$ cat src/design/bbirq_pkg.sv
// constants and types for the baseband interrupt and phy control block
// Overview of operation
// - raise header-found event as soon as a valid phy header is detected
// - on header-found, latch received frame length high and low parts
// - raise frame-end event a fixed delay after frame end, payload stored
// - with frame-end, leave receive and enter transmit preparation on its own
// - frame-end only if first filter passes and, with address filter, match
// - with address filter, raise extended-frame event when header parse completes
// - with address filter, raise address-match event when header parse completes
// - raise transmit-end event when the last part of a frame has been sent
// - preamble detected: raise gain-hold event and tell gain control to freeze
// - receive finished or cancelled: raise gain-release and resume gain control
// - gain-release during frame receive cancels and restarts reception
// - gain-hold and gain-release clear each other, status keeps the newest
// - buffer-level event when stored octet count reaches the threshold registers
// - after cancel, suppress remaining receive events until restart
// - cancel reception on signal discontinuity or missing valid header
// - phy control is 8 bits, check-valid read-only, reset pattern 0x54
// - bit 7 of phy control enables continuous transmit
// - the core keeps its own status and mask registers, mask gates events; the code masks only the irq output, status sets on every event
// - phy select field: 0 off, 1 fsk, 2 ofdm, 3 offset-qpsk variants
// - check-valid clears on frame start, updated when whole frame received
package bbirq_pkg;
    // register indices on the register port
    localparam logic [3:0] REG_PHY_CONTROL = 4'h0;
    localparam logic [3:0] REG_IRQ_STATUS = 4'h1;
    localparam logic [3:0] REG_IRQ_MASK = 4'h2;
    localparam logic [3:0] REG_RX_LEN_LOW = 4'h3;
    localparam logic [3:0] REG_RX_LEN_HIGH = 4'h4;
    localparam logic [3:0] REG_LEVEL_LOW = 4'h5;
    localparam logic [3:0] REG_LEVEL_HIGH = 4'h6;
    // status bit positions
    localparam int IRQ_HEADER = 0;
    localparam int IRQ_FRAME_END = 1;
    localparam int IRQ_EXTENDED = 2;
    localparam int IRQ_MATCH = 3;
    localparam int IRQ_TX_END = 4;
    localparam int IRQ_GAIN_HOLD = 5;
    localparam int IRQ_GAIN_REL = 6;
    localparam int IRQ_LEVEL = 7;
    // phy control field positions
    localparam int PC_CONT_TX = 7;
    localparam int PC_CHECK_FILTER = 6;
    localparam int PC_CHECK_VALID = 5;
    localparam int PC_AUTO_CHECK = 4;
    localparam int PC_CHECK_TYPE = 3;
    localparam int PC_BB_ENABLE = 2;
    localparam int PC_PHY_HI = 1;
    // reset values
    localparam logic [7:0] PHY_CONTROL_RST = 8'h54;
    localparam logic [7:0] IRQ_MASK_RST = 8'h00;
    localparam logic [10:0] LEVEL_THRESH_RST = 11'h000;
    // frame-end delay after frame end
    localparam int FRAME_END_DELAY_NS = 1000;
    localparam int CLK_PERIOD_NS = 100;
    localparam int FRAME_END_CYCLES = (FRAME_END_DELAY_NS + CLK_PERIOD_NS - 1) / CLK_PERIOD_NS;
    // phy select encodings
    typedef enum logic [1:0] {
        PHY_OFF = 2'h0,
        PHY_FSK = 2'h1,
        PHY_OFDM = 2'h2,
        PHY_OQPSK = 2'h3
    } bbirq_phy_e;
endpackage

$ cat src/design/bbirq_event_if.sv
// event strobes from the receive engine to the status register
`timescale 1ns/1ps
interface bbirq_event_if;
    logic [7:0] events;
    logic [10:0] lenCaptured;
    logic lenLoad;
    modport src (output events, output lenCaptured, output lenLoad);
    modport dst (input events, input lenCaptured, input lenLoad);
endinterface

$ cat src/design/bbirq_core.sv
// baseband core interrupt generation and phy control register
`timescale 1ns/1ps
module bbirq_core
    import bbirq_pkg::*;
#(
    parameter int LEN_W = 11
)(
    input wire logic clk,
    input wire logic nrst,
    input wire logic regWrite,
    input wire logic regRead,
    input wire logic [3:0] regAddr,
    input wire logic [7:0] regWdata,
    output logic [7:0] regRdata,
    input wire logic preambleFound,
    input wire logic frameStart,
    input wire logic headerValid,
    input wire logic headerMissing,
    input wire logic signalBreak,
    input wire logic [LEN_W-1:0] headerLength,
    input wire logic addrFilterEnable,
    input wire logic macParseDone,
    input wire logic frameExtended,
    input wire logic frameMatching,
    input wire logic firstFilterPass,
    input wire logic checkOk,
    input wire logic frameDone,
    input wire logic octetStored,
    input wire logic txLastSent,
    output logic gainHold,
    output logic txPrepare,
    output logic rxRestart,
    output logic continuousTx,
    output logic [1:0] phySelect,
    output logic basebandOn,
    output logic irq
);
    logic [7:0] phyControl_r;
    logic [7:0] mask_r;
    logic [7:0] lenLow_r;
    logic [2:0] lenHigh_r;
    logic [7:0] thrLow_r;
    logic [2:0] thrHigh_r;
    logic [LEN_W-1:0] octets_r;
    logic rxActive_r;
    logic suppress_r;
    logic [7:0] delay_r;
    logic delayRun_r;
    logic pendOk_r;
    logic gainHold_r;
    logic [7:0] events;
    logic [7:0] status;
    logic cancel;
    logic readClear;
    logic enabled;
    logic rxLive;
    logic delayLast;
    logic frameEndStart;
    logic [10:0] threshold;
    logic [7:0] pending;
    logic wrPhy;
    logic wrMask;
    logic wrThrLow;
    logic wrThrHigh;
    bbirq_event_if ev ();

    // one register port strobe aimed at one index
    function automatic logic portHit(input logic strobe, input logic [3:0] a,
        input logic [3:0] idx);
        return strobe && (a == idx);
    endfunction

    // write strobes per register
    assign wrPhy = portHit(regWrite, regAddr, REG_PHY_CONTROL);
    assign wrMask = portHit(regWrite, regAddr, REG_IRQ_MASK);
    assign wrThrLow = portHit(regWrite, regAddr, REG_LEVEL_LOW);
    assign wrThrHigh = portHit(regWrite, regAddr, REG_LEVEL_HIGH);

    assign enabled = phyControl_r[PC_BB_ENABLE] && (phyControl_r[1:0] != PHY_OFF);
    // cancel on break or missing header during an active reception
    assign cancel = rxActive_r && (signalBreak || headerMissing);
    // header, extended and match events pass only in a live, uncancelled reception
    assign rxLive = rxActive_r && !suppress_r && !cancel;
    // last count of the frame end delay
    assign delayLast = delayRun_r && (delay_r == 8'h01);
    // frame end seen in a reception with no delay running yet
    assign frameEndStart = frameDone && rxActive_r && !delayRun_r && !cancel;
    // octet count at which the level event fires
    assign threshold = {thrHigh_r, thrLow_r};

    // event strobes, receive events suppressed after cancel
    always_comb begin
        events = 8'h00;
        if (enabled) begin
            events[IRQ_HEADER] = headerValid && rxLive;
            events[IRQ_EXTENDED] = addrFilterEnable && macParseDone && frameExtended
                && rxLive;
            events[IRQ_MATCH] = addrFilterEnable && macParseDone && frameMatching
                && rxLive;
            events[IRQ_FRAME_END] = delayLast && pendOk_r;
            events[IRQ_TX_END] = txLastSent;
            events[IRQ_GAIN_HOLD] = preambleFound && !rxActive_r;
            events[IRQ_GAIN_REL] = cancel || delayLast;
            events[IRQ_LEVEL] = octetStored && !suppress_r
                && ((octets_r + 1'b1) == threshold);
        end
    end

    assign ev.events = events;
    assign ev.lenCaptured = headerLength;
    assign ev.lenLoad = events[IRQ_HEADER];
    assign readClear = portHit(regRead, regAddr, REG_IRQ_STATUS);

    bbirq_status statusUnit (
        .clk(clk),
        .nrst(nrst),
        .ev(ev.dst),
        .readClear(readClear),
        .status(status)
    );

    // receive activity: set by gain hold, dropped on release or cancel
    always_ff @(posedge clk or negedge nrst) begin
        if (!nrst) begin
            rxActive_r <= 1'b0;
        end else if (cancel || events[IRQ_GAIN_REL]) begin
            rxActive_r <= 1'b0;
        end else if (events[IRQ_GAIN_HOLD]) begin
            rxActive_r <= 1'b1;
        end
    end

    // suppression: set on cancel, lifted by the next gain hold
    always_ff @(posedge clk or negedge nrst) begin
        if (!nrst) begin
            suppress_r <= 1'b0;
        end else if (cancel) begin
            suppress_r <= 1'b1;
        end else if (events[IRQ_GAIN_HOLD]) begin
            suppress_r <= 1'b0;
        end
    end

    // frame end delay counter, dropped on cancel
    always_ff @(posedge clk or negedge nrst) begin
        if (!nrst) begin
            delay_r <= 8'h00;
            delayRun_r <= 1'b0;
        end else if (cancel) begin
            delayRun_r <= 1'b0;
            delay_r <= 8'h00;
        end else if (frameEndStart) begin
            delayRun_r <= 1'b1;
            delay_r <= 8'(FRAME_END_CYCLES);
        end else if (delayRun_r) begin
            delay_r <= delay_r - 8'h01;
            if (delay_r == 8'h01) begin
                delayRun_r <= 1'b0;
            end
        end
    end

    // filter verdict taken when the frame ends
    always_ff @(posedge clk or negedge nrst) begin
        if (!nrst) begin
            pendOk_r <= 1'b0;
        end else if (frameEndStart) begin
            pendOk_r <= firstFilterPass && (!addrFilterEnable || frameMatching)
                && (!phyControl_r[PC_CHECK_FILTER] || checkOk) && !suppress_r;
        end
    end

    // stored octet count, restarted at frame start
    always_ff @(posedge clk or negedge nrst) begin
        if (!nrst) begin
            octets_r <= '0;
        end else if (frameStart) begin
            octets_r <= '0;
        end else if (octetStored) begin
            octets_r <= octets_r + 1'b1;
        end
    end

    // received length, low part
    always_ff @(posedge clk or negedge nrst) begin
        if (!nrst) begin
            lenLow_r <= 8'h00;
        end else if (ev.lenLoad) begin
            lenLow_r <= ev.lenCaptured[7:0];
        end
    end

    // received length, high part
    always_ff @(posedge clk or negedge nrst) begin
        if (!nrst) begin
            lenHigh_r <= 3'h0;
        end else if (ev.lenLoad) begin
            lenHigh_r <= ev.lenCaptured[10:8];
        end
    end

    // gain controller hold level
    always_ff @(posedge clk or negedge nrst) begin
        if (!nrst) begin
            gainHold_r <= 1'b0;
        end else if (events[IRQ_GAIN_REL]) begin
            gainHold_r <= 1'b0;
        end else if (events[IRQ_GAIN_HOLD]) begin
            gainHold_r <= 1'b1;
        end
    end

    // phy control register, check-valid hardware owned
    always_ff @(posedge clk or negedge nrst) begin
        if (!nrst) begin
            phyControl_r <= PHY_CONTROL_RST;
        end else begin
            if (wrPhy) begin
                phyControl_r[7:6] <= regWdata[7:6];
                phyControl_r[4:0] <= regWdata[4:0];
            end
            if (frameStart) begin
                phyControl_r[PC_CHECK_VALID] <= 1'b0;
            end else if (frameDone && rxActive_r) begin
                phyControl_r[PC_CHECK_VALID] <= checkOk;
            end
        end
    end

    // interrupt mask register
    always_ff @(posedge clk or negedge nrst) begin
        if (!nrst) begin
            mask_r <= IRQ_MASK_RST;
        end else if (wrMask) begin
            mask_r <= regWdata;
        end
    end

    // level threshold, low part
    always_ff @(posedge clk or negedge nrst) begin
        if (!nrst) begin
            thrLow_r <= LEVEL_THRESH_RST[7:0];
        end else if (wrThrLow) begin
            thrLow_r <= regWdata;
        end
    end

    // level threshold, high part
    always_ff @(posedge clk or negedge nrst) begin
        if (!nrst) begin
            thrHigh_r <= LEVEL_THRESH_RST[10:8];
        end else if (wrThrHigh) begin
            thrHigh_r <= regWdata[2:0];
        end
    end

    // read data
    always_ff @(posedge clk or negedge nrst) begin
        if (!nrst) begin
            regRdata <= 8'h00;
        end else if (regRead) begin
            case (regAddr)
                REG_PHY_CONTROL: regRdata <= phyControl_r;
                REG_IRQ_STATUS: regRdata <= status;
                REG_IRQ_MASK: regRdata <= mask_r;
                REG_RX_LEN_LOW: regRdata <= lenLow_r;
                REG_RX_LEN_HIGH: regRdata <= {5'h00, lenHigh_r};
                REG_LEVEL_LOW: regRdata <= thrLow_r;
                REG_LEVEL_HIGH: regRdata <= {5'h00, thrHigh_r};
                default: regRdata <= 8'h00;
            endcase
        end
    end

    // per-bit gating of status by mask
    for (genvar gi = 0; gi < 8; gi++) begin : gPending
        assign pending[gi] = status[gi] && mask_r[gi];
    end
    assign irq = |pending;
    assign txPrepare = events[IRQ_FRAME_END];
    assign rxRestart = events[IRQ_GAIN_REL];
    assign gainHold = gainHold_r;
    assign continuousTx = phyControl_r[PC_CONT_TX];
    assign phySelect = phyControl_r[PC_PHY_HI:0];
    assign basebandOn = enabled;
endmodule

$ cat src/design/bbirq_status.sv
// sticky interrupt status with mutual gain-hold / gain-release exclusion
`timescale 1ns/1ps
module bbirq_status
    import bbirq_pkg::*;
(
    input wire logic clk,
    input wire logic nrst,
    bbirq_event_if.dst ev,
    input wire logic readClear,
    output logic [7:0] status
);
    logic [7:0] status_r;
    logic [7:0] status_nxt;

    // set wins over read clear; hold and release cancel each other
    always_comb begin
        status_nxt = readClear ? 8'h00 : status_r;
        status_nxt = status_nxt | ev.events;
        if (ev.events[IRQ_GAIN_HOLD]) begin
            status_nxt[IRQ_GAIN_REL] = 1'b0;
        end
        if (ev.events[IRQ_GAIN_REL]) begin
            status_nxt[IRQ_GAIN_HOLD] = 1'b0;
        end
    end

    // status register
    always_ff @(posedge clk or negedge nrst) begin
        if (!nrst) begin
            status_r <= 8'h00;
        end else begin
            status_r <= status_nxt;
        end
    end

    assign status = status_r;
endmodule

$ cat config.mk
export PLATFORM = sky130hd
export DESIGN_NAME = bbirq_core
export DESIGN_NICKNAME = d
export VERILOG_FILES = /design/src/design/bbirq_pkg.sv /design/src/design/bbirq_event_if.sv /design/src/design/bbirq_core.sv /design/src/design/bbirq_status.sv
export SDC_FILE = /design/constraint.sdc
export NUM_CORES = 1
export LEC_CHECK = 0
export BUFFER_PORTS_ARGS = -buffer_cell sky130_fd_sc_hd__buf_4
export CAP_MARGIN = 20
export CORE_MARGIN = 4
export CORE_UTILIZATION = 30
export DETAILED_ROUTE_END_ITERATION = 8
export GPL_TIMING_DRIVEN = 0
export HOLD_SLACK_MARGIN = 0.03
export MAX_ROUTING_LAYER = met4
export PLACE_DENSITY = 0.48
export SETUP_SLACK_MARGIN = 0.05
export SLEW_MARGIN = 5
export SYNTH_ARGS = -nofsm -noshare
export SYNTH_HDL_FRONTEND = slang
export SYNTH_SLANG_ARGS = --single-unit
$ cat constraint.sdc
create_clock -name clk -period 2.3 [get_ports clk]
set_input_delay 0.115 -clock clk [delete_from_list [all_inputs] [get_ports clk]]
set_output_delay 0.115 -clock clk [all_outputs]
set_load 0.005 [all_outputs]
==> flow_metrics.tcl <==
set metrics [dict create \
    outcome "complete, no violations" \
    ys_seq_elements 78 \
    async_flop_share_pct 100 \
    crit_slowest_cell "or4_4" \
    hold_class "in -> reg" \
    power_density_nw_per_um2 834 \
    drv_slew 0 \
    overflow 0 \
    grt_pass1_wl_um 17300 \
    wl_um 10700 \
    synth_edf_count 0 \
    wl_per_cell_um 16.4 \
    rr_startpoint "phyControl_r[0]$_DFFE_PN0P_" \
    layout.cells.most_common_list "dfrtp_1, buf_4, mux2_2" \
    start_util_pct 30.5 \
    synth_cells 379 \
    yosys_warnings 0 \
    chipWidth_um 124 \
    cts_inserted_buffers 9 \
    cpPeakStageDelay_ns 0.57 \
    period_needed_ns 2.18 \
    h-tree-depth 3 \
    crit_start "delay_r[3]$_DFFE_PN0P_" \
    num_vias 3221 \
    relSlewSlack_pct 55.0 \
    power.total_mw 4.34 \
    drive_above_1_share_pct 28.7 \
    synth_cell_types 52 \
    drt-pass1-iter-count 4 \
    grt_max_degree 79 \
    ys_seq_area_share_pct 48.7 \
    io_pins 57 \
    irDropWorstVdd_mv 0.358 \
    fp.dieArea_sq_um 15300 \
    cts_sinks 78 \
    finalCritPeriodShare_pct 94.8 \
    path_delay_family "simple AND/OR/NAND/NOR gates" \
    max_clock_freq_ghz 0.459 \
    clk_latency_ns 0.35 \
    numPortBuffers 53 \
    avgSynthCellArea_sq_um 10.6 \
    postLayoutCellArea_sq_um 5190 \
    final_hold_viol_count 0 \
    core_sq_um 13200 \
    r2r_slack_ns 0.31 \
    placementRows 42 \
    dpl.hpwl_um 7670 \
    syn_to_final_growth_pct 29.3 \
    maxCapViolations 0 \
    finalSetupViolCount 0 \
    drc 0 \
    gp_congestion 0.837 \
    skew_ns 0.00622 \
    die_y_um 124 \
    path_buf_inv 1 \
    syn_nets 423 \
    crit_end "txPrepare" \
    grt_usage_pct 15.2 \
    layout.nets 513 \
    grt_pass1_vias 3338 \
    fillCellCount 1325 \
    required_ns 2.18 \
    arrival_ns 2.06 \
    critPathMaxFanout 7 \
    crit_chain "or4_4 -> nor4b_4 -> nand2_2 -> nor2_2 -> buf_4" \
    synth_area_sq_um 4020 \
    cts_tree "yes" \
    power.leakage_nw 2.26 \
    crit_cells 5 \
    clk_pin_slew_worst_paths_ns 0.06 \
    antenna_found_initial 0 \
    synth_top_flop_cell "dfrtp_1" \
    reg2reg_to "lenLow_r[7]$_DFFE_PN0P_" \
    end_kind "output port" \
    ant_nets 0 \
    fin_ws_ns 0.120 \
    diodes 0 \
    rsz0062_at_grt "false" \
    drt_iter0_drc 207 \
    reg2reg_depth 5 \
    cp-start-kind "flop" \
    placed_area_sq_um 4640 \
    routed_via_density 4.96 \
    clockBufferDepth 2 \
    final_common_cell "dfrtp_1" \
    pre_cts_slack_ns -0.163 \
    tightest_slew_ns 0.670 \
    clock-root-buffer "clkbuf_16" \
    critPathKind "reg -> out" \
]
-- how the worst min path moves through the flow --
stage                 from                           to  slack, ns  cells past startpoint
2_1_floorplan         nrst         delayRun_r$_DFF_PN0_      -0.18                      0
3_3_place_gp    frameStart      octets_r[5]$_DFFE_PN0P_       0.28                      2
3_5_place_dp    frameStart      octets_r[7]$_DFFE_PN0P_       0.29                      2
4_1_cts        regWdata[1]      thrLow_r[1]$_DFFE_PN0P_       0.03                      2
5_1_grt        regWdata[1]  phyControl_r[1]$_DFFE_PN0P_       0.05                      2
6_report       regWdata[1]      thrLow_r[1]$_DFFE_PN0P_       0.05                      2
-- routing by layer --
metal	global-route usage [%]	wire length (um)
met4	3.94	123
met5	-	0
met3	4.41	463
met2	22.3	4900
met1	20.6	5180
-- state kept, by name (all words and copies together) (netlist names) --
signal	count
regRdata	8
statusUnit.status	8
phyControl_r	8
lenLow_r	8
suppress_r	1
gainHold	1
delayRun_r	1
delay_r	8
thrHigh_r	3
thrLow_r	8
mask_r	8
octets_r	11
pendOk_r	1
rxActive_r	1
lenHigh_r	3
-- worst reg2reg max path: stages, from the launching register on --
cell	delay [ns]
dfrtp_1	0.44
o21ai_2	0.36
nor3_1	0.13
nand2_1	0.23
buf_2	0.33
mux2_2	0.38
-- logic make-up after synthesis --
| kind of cell | after synthesis | share of synthesized area, % |
|---|---|---|
| xor+xnor | 21 | 4.58 |
| flops | 78 | 48.7 |
| compound gates | 84 | 13.9 |
| fa+ha+maj | 3 | 0.934 |
| buf+inv | 29 | 3.43 |
| simple gates | 117 | 15.1 |
| mux | 47 | 13.4 |
-- area by class of cell --
class / count / area, sq um / share of cell area, %
clock buffers: 12 / 236 / 4.55
clock inverters: 4 / 47.5 / 0.915
repair buffers: 79 / 666 / 12.8
flip-flops and latches: 78 / 1960 / 37.7
inverters: 14 / 52.6 / 1.01
multi-input cells: 272 / 1930 / 37.2
well taps: 176 / 220 / 4.24
plain buffers: 15 / 85.1 / 1.64
-- metrics by stage --
step | TNS [ns] | std cells | utilization, % | hold slack (ns)
after detailed placement | -1.43 | 608 | 35.1 | 0.286
final | 0 | 650 | 39.4 | 0.0481
after floorplan | 0 | 379 | - | -0.181
after CTS | 0 | 649 | 39.2 | 0.0345
after global placement | -1.30 | 608 | 35.1 | 0.285
after global routing | 0 | 650 | 39.4 | 0.0497
-- timing repair --
action                                  CTS  global route
pin swaps                                 1             0
setup buffers                             1             0
gates resized for setup                   2             2
hold endpoints to repair                115             0
hold buffers                             24             0
endpoints found under the setup margin   11            11
-- power breakdown --
group / total [mW] / internal, mW / switching (mW)
logic: 1.02 / 0.546 / 0.474
clock network: 1.40 / 0.838 / 0.565
registers: 1.91 / 1.64 / 0.272
total: 4.34 / 3.02 / 1.31
-- synthesized netlist by cell type, types with 4 or more instances --
master     n  area [sq um]
dfrtp_1   75          1880
nand3b_1   4          30.0
nor4_1     4          25.0
o21ai_0   20           100
nand2_1   27           101
nand4_1    4          25.0
mux2_2    44           495
a22o_1     9          78.8
nor2_1    30           113
nor3_1     5          25.0
or3_1      5          31.3
a21oi_1   17          85.1
xor2_1    10          87.6
xnor2_1   11          96.3
a22oi_1   11          82.6
inv_1     14          52.6
nand2b_1   4          25.0
clkbuf_1   7          26.3
nand3_1   11          55.1
o22ai_1    9          56.3
nor2b_1    5          31.3
No activity file was read; power rests on OpenSTA's default activity.
